File: src/design/ppoc_pkg.sv
package ppoc_pkg;

   // ==========================================================
   // widths
   // ==========================================================
   localparam int ADDR_W = 8;    // register address from the serial front end
   localparam int DATA_W = 8;    // register data width
   localparam int PIN_COUNT = 4; // number of port pins
   localparam int CFG_COUNT = 4; // number of configurations A to D
   localparam int SRC_W = 3;     // width of a pin source field
   localparam int PAGE_W = 2;    // width of the page field
   localparam int FRAC_W = 21;   // fractional divider width
   localparam int FRAC_HI_W = 5; // fractional bits held in the upper register

   // ==========================================================
   // register offsets
   // ==========================================================
   localparam logic [ADDR_W-1:0] OFS_CH2_FRAC_LOWER = 8'h5E;
   localparam logic [ADDR_W-1:0] OFS_CH2_FRAC_MIDDLE = 8'h5F;
   localparam logic [ADDR_W-1:0] OFS_CH2_FRAC_UPPER = 8'h60;
   localparam logic [ADDR_W-1:0] OFS_CH3_FRAC_LOWER = 8'h62;
   localparam logic [ADDR_W-1:0] OFS_CH3_FRAC_MIDDLE = 8'h63;
   localparam logic [ADDR_W-1:0] OFS_CH3_FRAC_UPPER = 8'h64;
   localparam logic [ADDR_W-1:0] OFS_GLOBAL_BASE = 8'h80;  // first page-independent offset
   localparam logic [ADDR_W-1:0] OFS_PAGE_SELECT = 8'h80;
   localparam logic [ADDR_W-1:0] OFS_PINS01_SOURCE = 8'h81;
   localparam logic [ADDR_W-1:0] OFS_PINS23_SOURCE = 8'h82;
   localparam logic [ADDR_W-1:0] OFS_DRIVE_INV = 8'h83;
   localparam logic [ADDR_W-1:0] OFS_RX_LEVEL01 = 8'h84;

   // ==========================================================
   // reset values and writable masks
   // ==========================================================
   localparam logic [DATA_W-1:0] RST_FRAC_LOWER = 8'hF3;
   localparam logic [DATA_W-1:0] RST_FRAC_MIDDLE = 8'h07;
   localparam logic [DATA_W-1:0] RST_FRAC_UPPER = 8'h09;
   localparam logic [PAGE_W-1:0] RST_PAGE = 2'h0;
   localparam logic [DATA_W-1:0] RST_PINS01 = 8'h50;
   localparam logic [DATA_W-1:0] RST_PINS23 = 8'h12;
   localparam logic [DATA_W-1:0] RST_DRIVE_INV = 8'h00;
   localparam logic [DATA_W-1:0] RST_RX_LEVEL01 = 8'hFF;
   localparam logic [DATA_W-1:0] MASK_PINS = 8'h77;       // bits 7 and 3 read zero
   localparam logic [DATA_W-1:0] MASK_FRAC_UPPER = 8'h3F; // bits 7:6 read zero
   localparam logic [DATA_W-1:0] READ_UNMAPPED = 8'h00;

   // ==========================================================
   // field positions
   // ==========================================================
   localparam int PAGE_LSB = 0;
   localparam int SRC_LO_LSB = 0;   // pin 0 / pin 2 source
   localparam int SRC_HI_LSB = 4;   // pin 1 / pin 3 source
   localparam int INV_LSB = 0;      // inversion bits 3:0
   localparam int HIGH_POWER_LSB = 4; // pad drive bits 7:4
   localparam int SPUR_BIT = 5;
   localparam int RX_PIN0_LSB = 0;  // pin 0 polarity, configs A..D at 0..3
   localparam int RX_PIN1_LSB = 4;  // pin 1 polarity, configs A..D at 4..7
   localparam logic [PAGE_W-1:0] PAGE_CFG_A = 2'h0;

   // ==========================================================
   // pin source encoding
   // ==========================================================
   localparam logic [SRC_W-1:0] SRC_CLOCK = 3'h0;
   localparam logic [SRC_W-1:0] SRC_RX_RUN = 3'h1;
   localparam logic [SRC_W-1:0] SRC_INTERRUPT = 3'h2;
   localparam logic [SRC_W-1:0] SRC_LOW = 3'h3;
   localparam logic [SRC_W-1:0] SRC_HIGH = 3'h4;
   localparam logic [SRC_W-1:0] SRC_SLICED = 3'h5;
   localparam logic [SRC_W-1:0] SRC_MATCHED = 3'h6;

   // ==========================================================
   // carriers
   // ==========================================================
   // one decoded register access from the serial front end
   typedef struct packed {
      logic write;
      logic read;
      logic [ADDR_W-1:0] addr;
      logic [DATA_W-1:0] wdata;
   } ppoc_regreq_t;

   // internal signals that may be routed to a pin
   typedef struct packed {
      logic clkOut;
      logic rxRunning;       // active high, before polarity
      logic interruptLowActive;
      logic slicedData;
      logic matchedFilterData;
   } ppoc_sig_t;

   // state of one pin multiplexer
   typedef struct packed {
      logic pin;
   } ppoc_pin_state_t;

   // state of the register block
   typedef struct packed {
      logic [PAGE_W-1:0] page;
      logic [DATA_W-1:0] pins01;
      logic [DATA_W-1:0] pins23;
      logic [DATA_W-1:0] driveInv;
      logic [DATA_W-1:0] rxLevel01;
      logic [DATA_W-1:0] ch2Lower;
      logic [DATA_W-1:0] ch2Middle;
      logic [DATA_W-1:0] ch2Upper;
      logic [DATA_W-1:0] ch3Lower;
      logic [DATA_W-1:0] ch3Middle;
      logic [DATA_W-1:0] ch3Upper;
      logic [DATA_W-1:0] rdata;
   } ppoc_state_t;

endpackage

File: src/design/ppoc_pin_mux.sv
`timescale 1ns/1ps
module ppoc_pin_mux #(
   parameter bit CLOCK_OK = 1'b1 // pin may carry the clock output
) (
   // clock and reset
   input wire logic clk,
   input wire logic rst_b,
   // configuration
   input wire logic [ppoc_pkg::SRC_W-1:0] src,
   input wire logic invert,
   // routable signals
   input wire ppoc_pkg::ppoc_sig_t sig,
   input wire logic rxLevel,
   // pin
   output logic pin
);
   import ppoc_pkg::*;

   // ==========================================================
   // state
   // ==========================================================
   ppoc_pin_state_t state_reg; // registered pin level
   ppoc_pin_state_t state_next; // next pin level
   logic selected; // source before inversion

   // source selection, then inversion
   always_comb begin
      selected = 1'b0;
      case (src)
         SRC_CLOCK: begin
            selected = CLOCK_OK ? sig.clkOut : 1'b0;
         end
         SRC_RX_RUN: begin
            selected = rxLevel;
         end
         SRC_INTERRUPT: begin
            selected = sig.interruptLowActive;
         end
         SRC_LOW: begin
            selected = 1'b0;
         end
         SRC_HIGH: begin
            selected = 1'b1;
         end
         SRC_SLICED: begin
            selected = sig.slicedData;
         end
         SRC_MATCHED: begin
            selected = sig.matchedFilterData;
         end
         default: begin
            // unused code drives a quiet low
            selected = 1'b0;
         end
      endcase
      state_next.pin = selected ^ invert;
   end

   // register the pin so it never glitches across a source change
   always_ff @(posedge clk) begin
      if (!rst_b) begin
         state_reg <= '0;
      end else begin
         state_reg <= state_next;
      end
   end

   assign pin = state_reg.pin;

endmodule // ppoc_pin_mux

File: src/design/ppoc_port_pins.sv
`timescale 1ns/1ps
module ppoc_port_pins (
   // clock and reset
   input wire logic clk,
   input wire logic rst_b,
   // decoded register access
   input wire ppoc_pkg::ppoc_regreq_t regReq,
   output logic [ppoc_pkg::DATA_W-1:0] regRdata,
   // receiver signals
   input wire ppoc_pkg::ppoc_sig_t sig,
   input wire logic [ppoc_pkg::PAGE_W-1:0] activeConfig,
   // port pins and pad drive
   output logic [ppoc_pkg::PIN_COUNT-1:0] portPin,
   output logic [ppoc_pkg::PIN_COUNT-1:0] padHighPower,
   // configuration to other blocks
   output logic [ppoc_pkg::PAGE_W-1:0] configPage,
   output logic [ppoc_pkg::FRAC_W-1:0] ch2Frac,
   output logic [ppoc_pkg::FRAC_W-1:0] ch3Frac,
   output logic ch2SpurEnable,
   output logic ch3SpurEnable
);
   import ppoc_pkg::*;

   // ==========================================================
   // declarations
   // ==========================================================
   ppoc_state_t state_reg; // all register state
   ppoc_state_t state_next; // next register state
   logic pageOk; // access reaches this block's page
   logic [DATA_W-1:0] readValue; // value at the read address
   logic [PIN_COUNT-1:0][SRC_W-1:0] pinSrc; // per pin source code
   logic [PIN_COUNT-1:0] pinInv; // per pin inversion
   logic [PIN_COUNT-1:0] rxLevel; // receive-running after polarity
   logic [CFG_COUNT-1:0] pin0Pol; // pin 0 polarity per configuration
   logic [CFG_COUNT-1:0] pin1Pol; // pin 1 polarity per configuration

   // ==========================================================
   // address decode
   // ==========================================================
   // only page A of the paged range is held here; other pages belong
   // to configuration stores outside this block and read as zero
   always_comb begin
      if (regReq.addr < OFS_GLOBAL_BASE) begin
         pageOk = (state_reg.page == PAGE_CFG_A);
      end else begin
         pageOk = 1'b1;
      end
   end

   // read mux, unmapped offsets give zero
   always_comb begin
      readValue = READ_UNMAPPED;
      if (pageOk) begin
         case (regReq.addr)
            OFS_CH2_FRAC_LOWER: readValue = state_reg.ch2Lower;
            OFS_CH2_FRAC_MIDDLE: readValue = state_reg.ch2Middle;
            OFS_CH2_FRAC_UPPER: readValue = state_reg.ch2Upper;
            OFS_CH3_FRAC_LOWER: readValue = state_reg.ch3Lower;
            OFS_CH3_FRAC_MIDDLE: readValue = state_reg.ch3Middle;
            OFS_CH3_FRAC_UPPER: readValue = state_reg.ch3Upper;
            OFS_PAGE_SELECT: readValue = {{(DATA_W-PAGE_W){1'b0}}, state_reg.page};
            OFS_PINS01_SOURCE: readValue = state_reg.pins01;
            OFS_PINS23_SOURCE: readValue = state_reg.pins23;
            OFS_DRIVE_INV: readValue = state_reg.driveInv;
            OFS_RX_LEVEL01: readValue = state_reg.rxLevel01;
            default: readValue = READ_UNMAPPED;
         endcase
      end
   end

   // ==========================================================
   // register writes
   // ==========================================================
   // a write and a read in the same cycle: the read returns the old value
   always_comb begin
      state_next = state_reg;
      if (regReq.write && pageOk) begin
         case (regReq.addr)
            OFS_CH2_FRAC_LOWER: state_next.ch2Lower = regReq.wdata;
            OFS_CH2_FRAC_MIDDLE: state_next.ch2Middle = regReq.wdata;
            OFS_CH3_FRAC_LOWER: state_next.ch3Lower = regReq.wdata;
            OFS_CH3_FRAC_MIDDLE: state_next.ch3Middle = regReq.wdata;
            OFS_CH2_FRAC_UPPER: state_next.ch2Upper = regReq.wdata & MASK_FRAC_UPPER;
            OFS_CH3_FRAC_UPPER: state_next.ch3Upper = regReq.wdata & MASK_FRAC_UPPER;
            OFS_PAGE_SELECT: state_next.page = regReq.wdata[PAGE_LSB +: PAGE_W];
            OFS_PINS01_SOURCE: state_next.pins01 = regReq.wdata & MASK_PINS;
            OFS_PINS23_SOURCE: state_next.pins23 = regReq.wdata & MASK_PINS;
            OFS_DRIVE_INV: state_next.driveInv = regReq.wdata;
            OFS_RX_LEVEL01: state_next.rxLevel01 = regReq.wdata;
            default: begin
               // unmapped write is dropped
               state_next = state_reg;
            end
         endcase
      end
      if (regReq.read) begin
         state_next.rdata = readValue;
      end
   end

   // single register for all state, synchronous reset
   always_ff @(posedge clk) begin
      if (!rst_b) begin
         state_reg.page <= RST_PAGE;
         state_reg.pins01 <= RST_PINS01;
         state_reg.pins23 <= RST_PINS23;
         state_reg.driveInv <= RST_DRIVE_INV;
         state_reg.rxLevel01 <= RST_RX_LEVEL01;
         state_reg.ch2Lower <= RST_FRAC_LOWER;
         state_reg.ch2Middle <= RST_FRAC_MIDDLE;
         state_reg.ch2Upper <= RST_FRAC_UPPER;
         state_reg.ch3Lower <= RST_FRAC_LOWER;
         state_reg.ch3Middle <= RST_FRAC_MIDDLE;
         state_reg.ch3Upper <= RST_FRAC_UPPER;
         state_reg.rdata <= READ_UNMAPPED;
      end else begin
         state_reg <= state_next;
      end
   end

   // ==========================================================
   // configuration outputs
   // ==========================================================
   assign regRdata = state_reg.rdata;
   assign configPage = state_reg.page;
   assign padHighPower = state_reg.driveInv[HIGH_POWER_LSB +: PIN_COUNT];
   assign ch2Frac = {state_reg.ch2Upper[FRAC_HI_W-1:0], state_reg.ch2Middle,
      state_reg.ch2Lower};
   assign ch3Frac = {state_reg.ch3Upper[FRAC_HI_W-1:0], state_reg.ch3Middle,
      state_reg.ch3Lower};
   assign ch2SpurEnable = state_reg.ch2Upper[SPUR_BIT];
   assign ch3SpurEnable = state_reg.ch3Upper[SPUR_BIT];

   // ==========================================================
   // pin routing
   // ==========================================================
   assign pinSrc[0] = state_reg.pins01[SRC_LO_LSB +: SRC_W];
   assign pinSrc[1] = state_reg.pins01[SRC_HI_LSB +: SRC_W];
   assign pinSrc[2] = state_reg.pins23[SRC_LO_LSB +: SRC_W];
   assign pinSrc[3] = state_reg.pins23[SRC_HI_LSB +: SRC_W];
   assign pinInv = state_reg.driveInv[INV_LSB +: PIN_COUNT];
   assign pin0Pol = state_reg.rxLevel01[RX_PIN0_LSB +: CFG_COUNT];
   assign pin1Pol = state_reg.rxLevel01[RX_PIN1_LSB +: CFG_COUNT];

   // receive-running level per pin for the running configuration;
   // pins 2 and 3 have their polarity bits elsewhere, so they stay high-active
   always_comb begin
      rxLevel[0] = pin0Pol[activeConfig] ? sig.rxRunning : ~sig.rxRunning;
      rxLevel[1] = pin1Pol[activeConfig] ? sig.rxRunning : ~sig.rxRunning;
      rxLevel[2] = sig.rxRunning;
      rxLevel[3] = sig.rxRunning;
   end

   // one multiplexer per pin; pin 3 refuses the clock source
   for (genvar i = 0; i < PIN_COUNT; i++) begin : gPin
      ppoc_pin_mux #(
         .CLOCK_OK(i != 3)
      ) uMux (
         .clk(clk),
         .rst_b(rst_b),
         .src(pinSrc[i]),
         .invert(pinInv[i]),
         .sig(sig),
         .rxLevel(rxLevel[i]),
         .pin(portPin[i])
      );
   end

   // ==========================================================
   // checks
   // ==========================================================
   chk_page_write: assert property (
      @(posedge clk) disable iff (!rst_b)
      regReq.write && regReq.addr == OFS_PAGE_SELECT
      |=> configPage == $past(regReq.wdata[1:0]))
      else $error("page field did not take the written value");

   chk_page_gate: assert property (
      @(posedge clk) disable iff (!rst_b)
      regReq.write && regReq.addr == OFS_CH3_FRAC_LOWER && configPage != PAGE_CFG_A
      |=> $stable(ch3Frac))
      else $error("paged write landed while another page was selected");

   chk_pin0_clock: assert property (
      @(posedge clk) disable iff (!rst_b)
      pinSrc[0] == SRC_CLOCK && !pinInv[0]
      |=> portPin[0] == $past(sig.clkOut))
      else $error("pin 0 does not follow clock output");

   chk_pin1_sliced: assert property (
      @(posedge clk) disable iff (!rst_b)
      pinSrc[1] == SRC_SLICED && !pinInv[1]
      |=> portPin[1] == $past(sig.slicedData))
      else $error("pin 1 does not follow sliced data");

   chk_pin2_interrupt: assert property (
      @(posedge clk) disable iff (!rst_b)
      pinSrc[2] == SRC_INTERRUPT && !pinInv[2]
      |=> portPin[2] == $past(sig.interruptLowActive))
      else $error("pin 2 does not follow interrupt");

   chk_pin3_noclock: assert property (
      @(posedge clk) disable iff (!rst_b)
      pinSrc[3] == SRC_CLOCK
      |=> portPin[3] == $past(pinInv[3]))
      else $error("pin 3 carried something on the unused clock code");

   chk_invert_const: assert property (
      @(posedge clk) disable iff (!rst_b)
      pinSrc[0] == SRC_HIGH && pinInv[0]
      |=> !portPin[0])
      else $error("inverted constant high did not drive low");

   chk_invert_data: assert property (
      @(posedge clk) disable iff (!rst_b)
      pinSrc[1] == SRC_MATCHED && pinInv[1]
      |=> portPin[1] != $past(sig.matchedFilterData))
      else $error("inversion bit did not invert pin 1");

   chk_frac_lower: assert property (
      @(posedge clk) disable iff (!rst_b)
      regReq.write && regReq.addr == OFS_CH3_FRAC_LOWER && configPage == PAGE_CFG_A
      |=> ch3Frac[7:0] == $past(regReq.wdata) ##1 ($stable(ch3Frac) || $past(regReq.write)))
      else $error("fractional low byte not stored");

   chk_spur_enable: assert property (
      @(posedge clk) disable iff (!rst_b)
      regReq.write && regReq.addr == OFS_CH2_FRAC_UPPER && configPage == PAGE_CFG_A
      |=> ch2SpurEnable == $past(regReq.wdata[5]) && ch2Frac[20:16] == $past(regReq.wdata[4:0]))
      else $error("upper fractional register not stored");

   chk_rx_level: assert property (
      @(posedge clk) disable iff (!rst_b)
      pinSrc[0] == SRC_RX_RUN && !pinInv[0] && sig.rxRunning
      |=> portPin[0] == $past(pin0Pol[activeConfig]))
      else $error("pin 0 receive-running level ignores polarity");

   chk_read_back: assert property (
      @(posedge clk) disable iff (!rst_b)
      regReq.read && regReq.addr == OFS_RX_LEVEL01
      |=> regRdata == $past(state_reg.rxLevel01))
      else $error("polarity register read back wrong");

   chk_page_hold: assert property (
      @(posedge clk) disable iff (!rst_b)
      !(regReq.write && regReq.addr == OFS_PAGE_SELECT)
      |=> $stable(configPage))
      else $error("page field moved without a page write");

   chk_refused_read: assert property (
      @(posedge clk) disable iff (!rst_b)
      regReq.read && regReq.addr < OFS_GLOBAL_BASE && configPage != PAGE_CFG_A
      |=> regRdata == READ_UNMAPPED)
      else $error("paged read returned data while another page was selected");

   chk_unused_code: assert property (
      @(posedge clk) disable iff (!rst_b)
      &pinSrc[0]
      |=> portPin[0] == $past(pinInv[0]))
      else $error("pin 0 carried something on the unused code");

   chk_src_write: assert property (
      @(posedge clk) disable iff (!rst_b)
      regReq.write && regReq.addr == OFS_PINS01_SOURCE
      |=> pinSrc[1] == $past(regReq.wdata[6:4]) && pinSrc[0] == $past(regReq.wdata[2:0]))
      else $error("pin 0/1 source fields not stored");

   chk_pin2_rxrun: assert property (
      @(posedge clk) disable iff (!rst_b)
      pinSrc[2] == SRC_RX_RUN && !pinInv[2]
      |=> portPin[2] == $past(sig.rxRunning))
      else $error("pin 2 does not follow receive-running");

   chk_pin3_matched: assert property (
      @(posedge clk) disable iff (!rst_b)
      pinSrc[3] == SRC_MATCHED && !pinInv[3]
      |=> portPin[3] == $past(sig.matchedFilterData))
      else $error("pin 3 does not follow matched filter data");

   chk_inv_write: assert property (
      @(posedge clk) disable iff (!rst_b)
      regReq.write && regReq.addr == OFS_DRIVE_INV
      |=> pinInv == $past(regReq.wdata[3:0]) && padHighPower == $past(regReq.wdata[7:4]))
      else $error("inversion and drive bits not stored");

   chk_ch3_spur: assert property (
      @(posedge clk) disable iff (!rst_b)
      regReq.write && regReq.addr == OFS_CH3_FRAC_UPPER && configPage == PAGE_CFG_A
      |=> ch3SpurEnable == $past(regReq.wdata[5]) && ch3Frac[20:16] == $past(regReq.wdata[4:0]))
      else $error("channel 3 upper fractional register not stored");

   chk_rx_level_low: assert property (
      @(posedge clk) disable iff (!rst_b)
      pinSrc[1] == SRC_RX_RUN && !pinInv[1] && !sig.rxRunning
      |=> portPin[1] == !$past(pin1Pol[activeConfig]))
      else $error("pin 1 idle receive-running level ignores polarity");

endmodule // ppoc_port_pins

File: config.mk
export PLATFORM = sky130hd
export DESIGN_NAME = ppoc_port_pins
export DESIGN_NICKNAME = d
export VERILOG_FILES = /design/src/design/ppoc_pkg.sv /design/src/design/ppoc_pin_mux.sv /design/src/design/ppoc_port_pins.sv
export SDC_FILE = /design/constraint.sdc
export NUM_CORES = 1
export LEC_CHECK = 0
export CORE_MARGIN = 4
export CORE_UTILIZATION = 58
export DETAILED_ROUTE_END_ITERATION = 8
export DONT_BUFFER_PORTS = 1
export GPL_TIMING_DRIVEN = 0
export PLACE_DENSITY = 0.85
export SLEW_MARGIN = 15
export SYNTH_ARGS = -nofsm -noshare
export SYNTH_HDL_FRONTEND = slang
export SYNTH_SLANG_ARGS = --single-unit
File: constraint.sdc
create_clock -name clk -period 3.45 [get_ports clk]
set_input_delay 0.69 -clock clk [delete_from_list [all_inputs] [get_ports clk]]
set_output_delay 0.69 -clock clk [all_outputs]
set_load 0.005 [all_outputs]
### After elaboration in Yosys (flattened, before gate mapping)

Cells that the tools add are included.
Widths: inputs -> output; s select.

* register bits: 86
* word-level logic and storage cells: 84

* order comparisons: 2
* equal/unequal tests: 31
* mux-type cells: 14
* bitwise operators: 5
* reductions and logical operators: 16

Operators by type and width (count)
* $pmux 8 s11: 1
* $eq 8x7->1 const B: 6
* $eq 8x8->1 const B: 5
* $eq 3x3->1 const B: 12
* $reduce_and 2->1: 11
* $pmux 1 s6: 3
* $mux 8: 2
* $eq 3x1->1 const B: 4
* $eq 3x2->1 const B: 4
* $logic_not 3->1: 3
* $lt 8x8->1 const B: 1
* $mux 1: 5
* $pmux 1 s5: 1
* $bmux 1 s2: 2
* $xor 1x1->1: 4
* $lt 2x3->1 const B: 1
* $logic_not 2->1: 1
* $logic_and 1x1->1: 1
* $not 1->1: 1

### Depth between registers and ports, before layout

* word-level depth: 5
* mapped depth: 7

### Hierarchy

From an unflattened synthesis, not the netlist that was laid out.

* cells, all modules: 503
* area total of the unflattened synthesis: 4277.9 sq um

By module, submodules not included
* ppoc_port_pins: instances 1, cells an instance 455, area an instance 3940.0 sq um
* ppoc_pin_mux at gPin[0].uMux ...: instances 3, cells an instance 12, area an instance 85.1 sq um
* ppoc_pin_mux at gPin[3].uMux: instances 1, cells an instance 12, area an instance 82.6 sq um

### Least setup slack after synthesis

Ideal clock, no wire load.

* path type: in2reg
* from: input port regReq[13] in the netlist's numbering
* to: register state_reg (netlist bit pin0Pol[0])
* library setup time: 0.129 ns
* arrival time: 1.964 ns
* required time: 3.321 ns
* path slack: 1.357 ns
* stages on the path: 6
* path buffers: 2
* cells stage by stage: nor3b_2 buf_2 nor3b_1 buf_2 mux2i_1 nand2_1

* longest elaborated chain between the ends: 4
* elaborated cells between the ends (all ways): 5
* classes of those cells: order compare (1); eq/ne (1); mux (1); reduce/logical (2)

Ends and longest elaborated chain
* start, declared: RTL line ppoc_port_pins.sv:7 `input wire ppoc_pkg::ppoc_regreq_t regReq,`
* $lt 8x8->1: RTL line ppoc_port_pins.sv:43 `if (regReq.addr < OFS_GLOBAL_BASE) begin`
* $mux 1: RTL line ppoc_port_pins.sv:43
* $logic_and 1x1->1: RTL line ppoc_port_pins.sv:77 `if (regReq.write && pageOk) begin`
* $reduce_and 2->1 (no line) *
* end signal, assigned: RTL line ppoc_port_pins.sv:117 `state_reg <= state_next;`
* end, declared: RTL line ppoc_port_pins.sv:27 `ppoc_state_t state_reg;`

Mark *: on every way between the ends. The rest lies on a longest branch, timed or not.
A chain may end at the register's enable or synchronous reset.

### Worst setup path in the final report

* from: input port regReq[13] in the netlist's numbering
* to: register state_reg (netlist bit padHighPower[0])

The elaborated chain is that of the path after synthesis.

==> impl_results.md <==
- Die width: 93.96 um
- Post-CTS Setup Inserts: 0
- HPWL Detailed: 9291 um
- Pleak: 1.484 nW
- Maximum VDD drop: 0.0002872 V
- Initial Utilization: 59.40%
- Syn-to-layout area delta: 7.533%
- Max FO, Critical Path: 10
- Tmin final: 2.138 ns
- Fin util: 63.87%
- Fmax: 467.6 MHz
- Xor and xnor area share after synthesis: 0.8175%
- Clk pin slew, worst setup/hold paths: 0.08 ns
- Router iterations before antenna repair: 5
- Slew @ Worst Pin: approximately 0.86 ns
- Cell Pwr Density: 400.8 nW/um^2
- CTS Root Cell: clkbuf_8
- Placer Congestion: 0.9463
- Sequential area share after synthesis: 40.18%
- Max_cap viols: 0
- Crit path launch: regReq[13]
- Final setup violation count: 0
- Hold Violations, Final: 0
- Final wirelength: 12550 um
- Reg2reg path depth: 6
- Top cells by count, synth: dfxtp_1 (86), mux2i_1 (70), nand2_1 (63)
- Min-delay worst type: input pin to register
- Mux cell area share after synthesis: 17.93%
- Area after DPL: roughly 4400 sq um
- YS warnings: 0
- Hold Path Sink: ch2Frac[7]
- Distinct cell type count after synthesis: 58
- Final Cycle Share: roughly three fifths
- TNS Setup: 0 ns
- Main flop type after synthesis: dfxtp_1
- Combinational family with the most area after synthesis: simple AND/OR/NAND/NOR gates
- Hold path depth: 2
- CTS tree: built
- Design area: 4608 sq um
- CP startpoint kind: input pin
- # diodes: 0
- FF-to-FF setup slack: 1.36 ns
- Simple logic cell fraction of the synthesized area: between 20% and 30%
- CP arrival: 2.39 ns
- Worst reg2reg endpoint: padHighPower[0]
- Initial antenna violation count: 0
- Number of flops mapped to enable cells by yosys: 0
- Yosys top cell area share: 40.18%
- Clock Latency Late Sink: 0.37 ns
- # rows: 31
- Remaining DRCs: 0
- Gr ovfl total: 0
- Total CTS buffers: 9
- RSZ-0062 raised after global routing: false
- Sink Count: 86
- DR iter-0 viols: 313
- Drt via density: roughly 6.4
- Status: completed
- Async SR Flop Fraction: 0%
- Hold Startpoint: regReq[7]
- Post-layout net count: around 480
- Crit Path Class: input pin to register
- Syn_area_per_cell: roughly 9.6 sq um
- Synthesized instance count: 446
- Final Power: ~1.8 mW
- Gr usage total: 28.59%
- Hold Buf Count CTS: 0
- Synthesized Nets: approximately 470
- Share of layout cells above drive strength 1: 10.61%
- Synth Area in Adders: 0%
- Register bit total from synthesis: 86
- Largest cells by area after synthesis: dfxtp_1 (40%), mux2i_1 (16%), nor2b_1 (6.1%)
- Htree depth: 3
- Antenna-violating nets left: 0
- CP Capture Type: register
- Worst Clk Skew: 0.01405 ns
- Die Ht: 93.96 um
- Vias in the first global route: approximately 3400
- Most common cell in the netlist: dfxtp_1
- Cell accounting for the most synthesized area: dfxtp_1
- Slew Limit Fails: 0
- WP data required: 3.70 ns
- Synth Area in Compound Gates: 13.66%
- IO Port Bufs: 0
- Clock tree buffer depth: 2
- # IOs: 89
- Pin count of the biggest net entering global routing: 15
- Vias post-DR: 3587
- Max transition margin: 42.29%
- Resized cells post-CTS: 0
- Total die area: 8828 sq um
- R2r startpoint: configPage[0]
- Core area: roughly 7200 sq um
- Avg WL per Cell: roughly 22 um
- Global-route wire length before repair: ~19000 um
- Synthesized area: about 4300 sq um
kinds of logic after synthesis:
group	count (synthesis)
buf+inv	37
flops	86
xor+xnor	4
mux	74
compound gates	80
simple gates	165
worst max-delay path, stage by stage:
cell     delay (ns)
nor3b_2        0.50
nand2_4        0.25
nor3_4         0.61
mux2i_1        0.27
nor2b_1        0.06
flip-flops by register name, indices dropped and copies added (netlist names), 2 cells and up:
| name | cells |
|---|---|
| pinInv | 4 |
| pin1Pol | 4 |
| regRdata | 8 |
| ch3Frac | 21 |
| pinSrc | 12 |
| gPin.uMux.pin | 4 |
| ch2Frac | 21 |
| pin0Pol | 4 |
| configPage | 2 |
| padHighPower | 4 |
cell usage in the layout (no fill, tap or decap), types with 7 or more instances in the layout:
cell type and count:
dfxtp_1 86, mux2i_1 70, nand2_1 63, nor2b_1 42, clkbuf_1 20, a22oi_1 19
nand3_1 10, clkbuf_8 10, buf_4 7, o21ai_0 7, a22o_1 7
power by group:
group | leakage (nW) | total, mW | internal (mW) | switching [mW]
clock | 0.102 | 0.718 | 0.352 | 0.367
sequential | 0.695 | 0.997 | 0.995 | 0.00205
combinational | 0.687 | 0.132 | 0.0452 | 0.0863
total | 1.48 | 1.85 | 1.39 | 0.455
metal layers:
metal / track usage (%) / vias to the layer above / routed length (um)
li1: - / 1628 / -
met1: 36.30 / 1710 / 4967
met2: 45.30 / 216 / 5807
met3: 7.772 / 33 / 1358
met4: 12.76 / 0 / 420
met5: 0 / - / 0
per-stage QoR:
stage / std cells / hold slack [ns] / setup slack, ns
after floorplan: 446 / 0.4460 / 1.357
after global placement: 545 / 0.4645 / 0.9788
after detailed placement: 545 / 0.4666 / 0.9411
after CTS: 561 / 0.4438 / 1.330
after global routing: 561 / 0.4486 / 1.225
final: 561 / 0.4456 / 1.312
worst max path at each step:
stage,to,cells after the start
after floorplan,pin0Pol[0],6
after global placement,padHighPower[0],5
after detailed placement,regRdata[0],5
after CTS,regRdata[0],5
after global routing,pin0Pol[3],6
final,padHighPower[0],5
cell type report:
cell class	instances	area, sq um
buffer	36	168.9
clock buffer	10	137.6
clock inverter	6	61.31
fill	655	2606
inverter	1	3.754
multi-input combinational	323	2391
sequential	86	1722
tap	99	123.9
No activity file was read; power rests on OpenSTA's default activity.
